File: config.mk
export PLATFORM = sky130hd
export DESIGN_NAME = gle_logic_event
export DESIGN_NICKNAME = d
export VERILOG_FILES = /design/src/rtl/gle_edge_detect.v /design/src/rtl/gle_logic_event.v
export VERILOG_INCLUDE_DIRS = /design/src /design/src/rtl
export SDC_FILE = /design/constraint.sdc
export NUM_CORES = 1
export LEC_CHECK = 0
export BUFFER_PORTS_ARGS = -buffer_cell sky130_fd_sc_hd__buf_2
export CORE_MARGIN = 3
export CORE_UTILIZATION = 62
export DETAILED_ROUTE_END_ITERATION = 6
export PLACE_DENSITY = 0.91
export SYNTH_ARGS = -nofsm -noshare
export SYNTH_HDL_FRONTEND = slang
export SYNTH_SLANG_ARGS = --single-unit
File: constraint.sdc
create_clock -name clk -period 12.95 [get_ports clk]
set_clock_uncertainty 0.05 [all_clocks]
set_input_delay 0.6475 -clock clk [delete_from_list [all_inputs] [get_ports clk]]
set_output_delay 0.6475 -clock clk [all_outputs]
set_load 0.05 [all_outputs]
File: src/rtl/gle_regs.vh
`ifndef GLE_REGS_VH
`define GLE_REGS_VH
// ==================================================
// register offsets
`define GLE_OFF_ENABLE    4'h0
`define GLE_OFF_DIR       4'h1
`define GLE_OFF_VALUE     4'h2
`define GLE_OFF_RISE      4'h3
`define GLE_OFF_FALL      4'h4
`define GLE_OFF_HMASK     4'h5
`define GLE_OFF_LMASK     4'h6
`define GLE_OFF_CTRL      4'h7
`define GLE_OFF_IRQ_STAT  4'h8
`define GLE_OFF_IRQ_MASK  4'h9
// ==================================================
// control register fields
`define GLE_CTRL_PIN0_SEL 0
`define GLE_CTRL_EV0_SEL  1
`define GLE_CTRL_DV_SEL   2
`define GLE_CTRL_COMB_SEL 3
`define GLE_CTRL_INVERT   4
`define GLE_CTRL_WIDTH    5
`define GLE_CTRL_RESET    5'h00
// ==================================================
// irq status fields
`define GLE_IRQ_LOGIC     0
`define GLE_IRQ_EV0       1
`endif

File: src/rtl/gle_edge_detect.v
`default_nettype none
// ==================================================
// synchronise pins and flag edges
module gle_edge_detect #(
  parameter N = 16
) (
  input  wire         clk,
  input  wire         reset,
  input  wire [N-1:0] pins_in,
  input  wire [N-1:0] watch,
  output wire [N-1:0] pins_sync,
  output wire [N-1:0] rise_pulse,
  output wire [N-1:0] fall_pulse
);
  reg [N-1:0] meta_reg;
  reg [N-1:0] sync_reg;
  reg [N-1:0] last_reg;
  reg [N-1:0] watch_reg;
  reg [2:0]   ready_reg;

  always @(posedge clk or posedge reset) begin
    if (reset) begin
      meta_reg  <= {N{1'b0}};
      sync_reg  <= {N{1'b0}};
      last_reg  <= {N{1'b0}};
      watch_reg <= {N{1'b0}};
      ready_reg <= 3'h0;
    end else begin
      meta_reg  <= pins_in;
      sync_reg  <= meta_reg;
      last_reg  <= sync_reg;
      watch_reg <= watch;
      ready_reg <= {ready_reg[1:0], 1'b1};
    end
  end

  assign pins_sync = sync_reg;
  // an edge counts only if the pin was watched before and after it
  // pipeline still holds reset zeros for three edges; a high pin would fake a rise
  assign rise_pulse = sync_reg & ~last_reg & watch & watch_reg
                    & {N{ready_reg[2]}};
  assign fall_pulse = ~sync_reg & last_reg & watch & watch_reg
                    & {N{ready_reg[2]}};
endmodule
`default_nettype wire

File: src/rtl/gle_logic_event.v
// Notes on behaviour
// disabled or output pins never contribute
// source select one routes logic event
// invert bit flips the combined function
// delta/value select picks flags or pins
// delta: rise and high, fall and low
// value: pin and high, inverse and low
// combine select: any or all outputs
// mode pair decode; one-zero reserved
// delta or: any masked flag fires
// delta and: every masked flag set
// empty masks never fire in and-modes
// flags only from real transitions
// rise and fall flags kept apart
// logic event muxed onto event zero
// logic event available for pin zero
// rising and falling edges set flags
// value and: all levels match together
// pin zero output select drives event
// flags sticky until software clears
//
// Decided for this implementation: the plain strobed port and the address map.
`include "gle_regs.vh"
`default_nettype none
module gle_logic_event #(
  parameter N = 16
) (
  input  wire         clk,
  input  wire         reset,
  input  wire [3:0]   addr,
  input  wire [31:0]  wdata,
  input  wire         wr_stb,
  input  wire         rd_stb,
  output reg  [31:0]  rdata,
  input  wire [N-1:0] pins_in,
  output wire [N-1:0] pins_out,
  output wire [N-1:0] pins_oe,
  input  wire         passthru_event_zero,
  output wire         event_line_zero,
  output wire         logic_event_out,
  output wire         irq
);
  // ==================================================
  // registers
  reg [N-1:0]               pin_enable_bits_reg;
  reg [N-1:0]               pin_direction_bits_reg;
  reg [N-1:0]               out_value_reg;
  reg [N-1:0]               rise_flags_reg;
  reg [N-1:0]               fall_flags_reg;
  reg [N-1:0]               high_mask_reg;
  reg [N-1:0]               low_mask_reg;
  reg [`GLE_CTRL_WIDTH-1:0] global_control_reg;
  reg [1:0]                 irq_stat_reg;
  reg [1:0]                 irq_mask_reg;
  reg                       logic_prev_reg;
  reg                       ev0_prev_reg;

  wire [N-1:0] pins_sync;
  wire [N-1:0] rise_pulse;
  wire [N-1:0] fall_pulse;
  wire [N-1:0] input_ok;
  wire [N-1:0] pin_value_bits;
  wire [N-1:0] src_high;
  wire [N-1:0] src_low;
  wire [N-1:0] hm_eff;
  wire [N-1:0] lm_eff;
  wire [N-1:0] hit_high;
  wire [N-1:0] hit_low;
  wire         any_hit;
  wire         all_hit;
  wire         mask_empty;
  reg          func_true;
  wire         dv_sel;
  wire         comb_sel;

  function [31:0] widen;
    input [N-1:0] v;
    begin
      widen = {{(32-N){1'b0}}, v};
    end
  endfunction

  // ==================================================
  // edge capture
  assign input_ok = pin_enable_bits_reg & ~pin_direction_bits_reg;

  gle_edge_detect #(.N(N)) u_edge (
    .clk        (clk),
    .reset      (reset),
    .pins_in    (pins_in),
    .watch      (input_ok),
    .pins_sync  (pins_sync),
    .rise_pulse (rise_pulse),
    .fall_pulse (fall_pulse)
  );

  // outputs read back their value register bit, not the pad
  assign pin_value_bits = (pins_sync & ~pin_direction_bits_reg)
                        | (out_value_reg & pin_direction_bits_reg);

  // ==================================================
  // mask logic
  assign dv_sel   = global_control_reg[`GLE_CTRL_DV_SEL];
  assign comb_sel = global_control_reg[`GLE_CTRL_COMB_SEL];
  assign src_high = dv_sel ? pins_sync : rise_flags_reg;
  assign src_low  = dv_sel ? ~pins_sync : fall_flags_reg;
  // excluded pins drop out of the mask entirely
  assign hm_eff   = high_mask_reg & input_ok;
  assign lm_eff   = low_mask_reg & input_ok;
  assign hit_high = src_high & hm_eff;
  assign hit_low  = src_low & lm_eff;
  assign any_hit  = |(hit_high | hit_low);
  assign all_hit  = ((src_high & hm_eff) == hm_eff)
                 && ((src_low & lm_eff) == lm_eff);
  assign mask_empty = ~|(hm_eff | lm_eff);

  // reserved pair evaluates false, a safe idle level
  always @* begin
    case ({dv_sel, comb_sel})
      2'b00:   func_true = any_hit;
      2'b01:   func_true = all_hit & ~mask_empty;
      2'b11:   func_true = all_hit & ~mask_empty;
      default: func_true = 1'b0;
    endcase
  end

  assign logic_event_out = func_true ^ global_control_reg[`GLE_CTRL_INVERT];
  assign event_line_zero = global_control_reg[`GLE_CTRL_EV0_SEL] ?
                           logic_event_out : passthru_event_zero;

  // ==================================================
  // pads
  assign pins_oe = pin_enable_bits_reg & pin_direction_bits_reg;
  assign pins_out[N-1:1] = out_value_reg[N-1:1];
  assign pins_out[0] = global_control_reg[`GLE_CTRL_PIN0_SEL] ?
                       logic_event_out : out_value_reg[0];

  // ==================================================
  // register writes, sticky flags
  wire wr_rise = wr_stb && (addr == `GLE_OFF_RISE);
  wire wr_fall = wr_stb && (addr == `GLE_OFF_FALL);
  wire rd_stat = rd_stb && (addr == `GLE_OFF_IRQ_STAT);
  wire logic_rise = logic_event_out & ~logic_prev_reg;
  wire ev0_rise = event_line_zero & ~ev0_prev_reg;

  always @(posedge clk or posedge reset) begin
    if (reset) begin
      pin_enable_bits_reg    <= {N{1'b0}};
      pin_direction_bits_reg <= {N{1'b0}};
      out_value_reg          <= {N{1'b0}};
      rise_flags_reg         <= {N{1'b0}};
      fall_flags_reg         <= {N{1'b0}};
      high_mask_reg          <= {N{1'b0}};
      low_mask_reg           <= {N{1'b0}};
      global_control_reg     <= `GLE_CTRL_RESET;
      irq_stat_reg           <= 2'h0;
      irq_mask_reg           <= 2'h0;
      logic_prev_reg         <= 1'b0;
      ev0_prev_reg           <= 1'b0;
    end else begin
      logic_prev_reg <= logic_event_out;
      ev0_prev_reg   <= event_line_zero;
      if (wr_stb) begin
        case (addr)
          `GLE_OFF_ENABLE:   pin_enable_bits_reg    <= wdata[N-1:0];
          `GLE_OFF_DIR:      pin_direction_bits_reg <= wdata[N-1:0];
          `GLE_OFF_VALUE:    out_value_reg          <= wdata[N-1:0];
          `GLE_OFF_HMASK:    high_mask_reg          <= wdata[N-1:0];
          `GLE_OFF_LMASK:    low_mask_reg           <= wdata[N-1:0];
          `GLE_OFF_CTRL:     global_control_reg     <= wdata[`GLE_CTRL_WIDTH-1:0];
          `GLE_OFF_IRQ_MASK: irq_mask_reg           <= wdata[1:0];
          default: ;
        endcase
      end
      // write one clears; a new edge in the same cycle wins
      rise_flags_reg <= (rise_flags_reg & ~(wr_rise ? wdata[N-1:0] : {N{1'b0}}))
                      | rise_pulse;
      fall_flags_reg <= (fall_flags_reg & ~(wr_fall ? wdata[N-1:0] : {N{1'b0}}))
                      | fall_pulse;
      irq_stat_reg <= (rd_stat ? 2'h0 : irq_stat_reg) | {ev0_rise, logic_rise};
    end
  end

  assign irq = |(irq_stat_reg & irq_mask_reg);

  // ==================================================
  // read port, data in the cycle after the strobe
  always @(posedge clk or posedge reset) begin
    if (reset) begin
      rdata <= 32'h0;
    end else if (rd_stb) begin
      case (addr)
        `GLE_OFF_ENABLE:   rdata <= widen(pin_enable_bits_reg);
        `GLE_OFF_DIR:      rdata <= widen(pin_direction_bits_reg);
        `GLE_OFF_VALUE:    rdata <= widen(pin_value_bits);
        `GLE_OFF_RISE:     rdata <= widen(rise_flags_reg);
        `GLE_OFF_FALL:     rdata <= widen(fall_flags_reg);
        `GLE_OFF_HMASK:    rdata <= widen(high_mask_reg);
        `GLE_OFF_LMASK:    rdata <= widen(low_mask_reg);
        `GLE_OFF_CTRL:     rdata <= {27'h0, global_control_reg};
        `GLE_OFF_IRQ_STAT: rdata <= {30'h0, irq_stat_reg};
        `GLE_OFF_IRQ_MASK: rdata <= {30'h0, irq_mask_reg};
        default:           rdata <= 32'h0;
      endcase
    end else begin
      rdata <= 32'h0;
    end
  end
endmodule
`default_nettype wire

==> Word-level counts from Yosys, hierarchy flattened <==
Index checks and enable logic that the tools add are counted.
{ "totals": {"register_bits": 222, "out_inout_bits": 67, "elab_cells": 94} }
{ "op_classes": {"eq_ne": 13, "muxes": 10, "bitwise_logic": 36, "n_reduce_logical": 17} }
{ "ops": {"columns": ["op", "n"], "rows": [
  ["$and A16 B16 Y16", 18],
  ["$pmux W16 S10", 1],
  ["$not A16 Y16", 5],
  ["$or A16 B16 Y16", 5],
  ["$mux W16", 4],
  ["$eq A16 B16 Y1", 2],
  ["$mux W32", 1],
  ["$reduce_or A16 Y1", 2],
  ["$eq A4 B3 Y1 const B", 4],
  ["$reduce_and A2 Y1", 7],
  ["$eq A4 B2 Y1 const B", 2],
  ["$eq A4 B4 Y1 const B", 2],
  ["$eq A4 B1 Y1 const B", 1],
  ["$logic_and A1 B1 Y1", 4],
  ["$logic_not A4 Y1", 1],
  ["$reduce_or A2 Y1", 2],
  ["$and A1 B1 Y1", 3],
  ["$and A2 B2 Y2", 1],
  ["$eq A2 B1 Y1 const B", 1],
  ["$eq A2 B2 Y1 const B", 1],
  ["$logic_not A2 Y1", 1],
  ["$mux W1", 2],
  ["$mux W2", 1],
  ["$not A1 Y1", 2],
  ["other kinds (3)", 3]
]} }

==> Longest topological paths before layout <==
{ "depth": {"ltp_word": 12, "mapped_depth": 11} }

==> Cells and area by module <==
From an unflattened synthesis, not the netlist that was laid out.
{ "unflattened": {"cells_unflattened": 833, "hier_area_um2": 9765.6} }
{ "by_module_without_submodules": {"columns": ["module", "n_inst", "cells_per_inst", "area_per_inst_um2", "seq_area_each_um2"], "rows": [
  ["gle_logic_event", 1, 714, 7572.3, 3478.3],
  ["gle_edge_detect", 1, 119, 2193.4, 1676.6]
]} }

==> Worst setup path before layout <==
No wires, ideal clock.
{ "synth_timing": {"path_type": "reg2out", "startpoint": "register global_control_reg[2]", "endpoint": "output port event_line_zero", "arrival_time_ps": 3338, "required_time_ps": 12252, "slack_ps": 8914, "path_stages_with_launch": 9, "cell_sequence": "dfrtp_1 > buf_6 > mux2_4 > a32oi_1 > o211ai_1 > or4_1 > o31a_1 > o21a_1 > o31ai_1"} }
{ "synth_between": {"elab_chain_len": 8} }
{ "synth_lines": {"columns": ["element", "line", "rtl"], "rows": [
  ["start: declaration", "gle_logic_event.v:52", "reg [`GLE_CTRL_WIDTH-1:0] global_control_reg;"],
  ["start signal: assignment", "gle_logic_event.v:155", "global_control_reg <= `GLE_CTRL_RESET;"],
  ["start signal: assignment", "gle_logic_event.v:170", "`GLE_OFF_CTRL: global_control_reg <= wdata[`GLE_CTRL_WIDTH-1:0];"],
  ["$mux W16, on equally long branches", "gle_logic_event.v:105, gle_logic_event.v:106", null],
  ["$and A16 B16 Y16, on equally long branches", null, null],
  ["$eq A16 B16 Y1, on equally long branches", "gle_logic_event.v:113, gle_logic_event.v:114", null],
  ["$logic_and A1 B1 Y1", "gle_logic_event.v:114", "&& ((src_low & lm_eff) == lm_eff);"],
  ["$and A1 B1 Y1", "gle_logic_event.v:121, gle_logic_event.v:122", null],
  ["$pmux W1 S2 (*)", "gle_logic_event.v:119", "case ({dv_sel, comb_sel})"],
  ["$xor A1 B1 Y1 (*)", "gle_logic_event.v:127", "assign logic_event_out = func_true ^ global_control_reg[`GLE_CTRL_INVERT];"],
  ["$mux W1 (*)", "gle_logic_event.v:128", "assign event_line_zero = global_control_reg[`GLE_CTRL_EV0_SEL] ?"],
  ["end: declaration", "gle_logic_event.v:39", "output wire event_line_zero,"]
]} }
Mark *: on every way between the ends. The rest lies on a longest branch, timed or not.

==> Worst setup path after layout <==
Ends and elaborated chain as after synthesis.

==> flow_summary_export.csv <==
group,metric,value,unit
status,outcome,"finished, violations left",
status,failed_checks,"design-rule violations",
worst_hold_path,hp-class,"input pin to flip-flop",
sta,min_period_over_period,37.7,%
global_route,gr-total-overflow,0,
floorplan,std_cell_rows,44,
clock_network,cts-root-buf,"clkbuf_16",
synthesis,synth_seq_area_share,53.7,%
synthesis,synth_top_area_share,53.7,%
clock_network,post_cts_resized,0,
routing,vias_per_cell,6.76,
routing,dr.pass1.iters,7,
cells_and_area,drive_gt1_share,24.7,%
worst_setup_path,slowest_delay,650,ps
clock_network,numClockSinks,206,
power_and_ir_drop,power.density,186,nW/um^2
synthesis,synth_edf_count,0,
power_and_ir_drop,p_sw,676,uW
clock_network,cts_max_level,1,
sta,min_period,4880,ps
global_route,grtUsageMet1,39.7,%
sta,fin_tns_setup,0,ps
worst_setup_path,worstPathCellList,"buf_4 -> mux2_4 -> a32oi_1 -> o211ai_1 -> or4_1 -> o31a_1 -> o21a_1 -> o31ai_1 -> buf_2",
routing,drtAntennaViolNets,0,
synthesis,synth.largest_area_cell,"dfrtp_1",
synthesis,yosys_warnings,0,
global_route,grt_first_pass_wirelength,39.0,mm
clock_network,clk_latency,500,ps
placement,dp_cells,1080,
placement,port_buffers,91,
floorplan,num_io_pins,124,
global_route,antenna_found_initial,1,
power_and_ir_drop,seqPwrFrac,44.5,%
global_route,grt_pass1_vias,7388,
cells_and_area,register_area,5150,um^2
floorplan,die_x,130,um
cells_and_area,antenna_cells,0,
synthesis,syn_inst,850,
worst_setup_path,worstPathArrival,4180,ps
cells_and_area,syn_to_final_growth,11.8,%
sta,worst_pin_slew,1100,ps
synthesis,syn_area_per_cell,11.3,um^2
power_and_ir_drop,p_int,1320,uW
worst_setup_path,critPathSlowestCell,"dfrtp_1",
cells_and_area,final_cell_area,10700,um^2
global_route,grt_busiest_layer,"met2",
routing,drc,4,
global_route,track_usage,29.6,%
placement,dpl_cell_area,10000,um^2
power_and_ir_drop,clock_power_share,30.8,%
power_and_ir_drop,switching_share,33.8,%
clock_network,cts.clk_slew.worst_paths,60,ps
placement,place_congestion,0.998,
cells_and_area,stdcell_count,1119,
routing,drt-total-wl,25.1,mm
clock_network,cts_tree,"built",
sta,rsz0062_at_grt,"no",
synthesis,synth_top_cells_by_area,"dfrtp_1, mux2_2, a32o_1",
run,cap_violations,0,
routing,wl_per_cell,22.4,um
power_and_ir_drop,p_leak,0.00495,uW
worst_setup_path,endpoint_kind,"output pin",
cells_and_area,final_nets,977,
synthesis,ys_types,55,
sta,fmax,205,MHz
global_route,grtUsageMet3,6.71,%
sta,hold_violations,0,
worst_setup_path,cp_max_fo,41,
clock_network,ctsHoldBuffers,0,
worst_setup_path,required,12250,ps
floorplan,die_height,130,um
worst_setup_path,worstSetupPathType,"flip-flop to output pin",
power_and_ir_drop,peakVddDrop,119,uV
routing,drt_iter0_drc,1169,
synthesis,ys_ff_latch,206,
worst_setup_path,start_kind,"flip-flop",
floorplan,dieArea,17000,um^2
cells_and_area,multi_input_area,3950,um^2
clock_network,post_cts_buffers,0,
global_route,grt_max_degree,132,
placement,dp_hpwl,16.4,mm
global_route,use_met2,46.3,%
sta,setup_violations,0,
floorplan,core-area,14900,um^2
synthesis,async_flop_share,100,%
routing,num_vias,7560,
synthesis,syn-cell-area,9600,um^2
clock_network,cts.path.max_buffers,3,
sta,slew_headroom,26.7,%
sta,drv_slew,0,
power_and_ir_drop,combinationalPowerShare,24.7,%
cells_and_area,fill_cells,982,
clock_network,cts_inserted_buffers,22,
synthesis,synth_flop_cell,"dfrtp_1",
floorplan,start_util,64.6,%
-- synth_stat cells (20+ instances only) --
master and instances:
mux2_2 87, dfrtp_1 206, a22oi_1 32, a32o_1 36
nor2b_1 28, mux2i_1 20, inv_1 47, nand2_1 79
buf_4 32, and2_1 24, clkbuf_1 28, nor2_1 23
-- per-layer routing --
layer | vias to the layer above | wire length [um]
met4 | 2 | 1110
met3 | 107 | 2780
met1 | 3691 | 9700
met2 | 543 | 11500
li1 | 3217 | -
met5 | - | 13
-- kinds of logic (layout without fill, tap and decap cells) --
family | count (synthesis) | in the layout | synth area share [%]
multiplexers | 108 | 108 | 12.4
AND/OR/NAND/NOR | 246 | 246 | 13.7
flip-flops | 206 | 206 | 53.7
buffers and inverters | 114 | 184 | 5.96
other | 2 | 17 | 0.0782
AO/OA/AOI/OAI | 174 | 174 | 14.1
-- final cells by class --
cell class,instances,area share (%)
sequential,206,48.0
multi-input combinational,545,36.8
clock buffer,35,6.15
timing repair buffer,98,4.73
tap,184,2.14
inverter,47,1.71
clock inverter,4,0.455
-- critical path, delay by kind of cell, from the launching register on --
family,cells,cell delay [ps]
DFF,1,650
AOI/OAI and AO/OA,5,1330
muxes,1,350
buffers and inverters,2,810
and+or+nand+nor,1,520
-- power groups by stage --
stage | combinational (uW) | sequential (uW) | clock (uW)
2_1_floorplan | 401 | 860 | 0
3_3_place_gp | 469 | 884 | 0
3_5_place_dp | 484 | 891 | 0
4_1_cts | 489 | 883 | 621
5_1_grt | 529 | 902 | 648
6_report | 495 | 890 | 615
-- final timing paths --
path / from / endpoint / slack [ps] / cells after the start
max reg2reg: global_control_reg[2] / ev0_prev_reg / 9390 / 8
max: global_control_reg[2] / event_line_zero / 8070 / 9
min reg2reg: u_edge.meta_reg[0] / u_edge.pins_sync[0] / 300 / 0
max in group asynchronous: reset / out_value_reg[0] / 11130 / 3
min in group asynchronous: reset / u_edge.ready_reg[0] / 250 / 2
min: pins_in[12] / u_edge.meta_reg[12] / 200 / 1
-- layout by cell type, fill, tap and decap left out, drive strengths merged, types with 12 or more instances in the layout --
cell type	Yosys	layout
a21oi	16	16
a22oi	32	32
a32o	36	36
and2	24	24
and3	18	18
buf	39	98
clkbuf	28	35
conb	2	17
dfrtp	206	206
inv	47	47
mux2	88	88
mux2i	20	20
nand2	79	79
nand3	13	13
nand3b	12	12
nor2	23	23
nor2b	28	28
o2111ai	13	13
o21ai	17	17
-- metrics by stage --
stage	hold WS, ps	power (uW)	utilization (%)	worst slack, ps
6_report	200	2000	72.2	8070
2_1_floorplan	281	1260	-	6630
3_5_place_dp	285	1370	67.4	8670
5_1_grt	187	2080	72.2	7970
3_3_place_gp	281	1350	67.4	8740
4_1_cts	187	1990	72.2	8140
No activity file was read; power rests on OpenSTA's default activity.
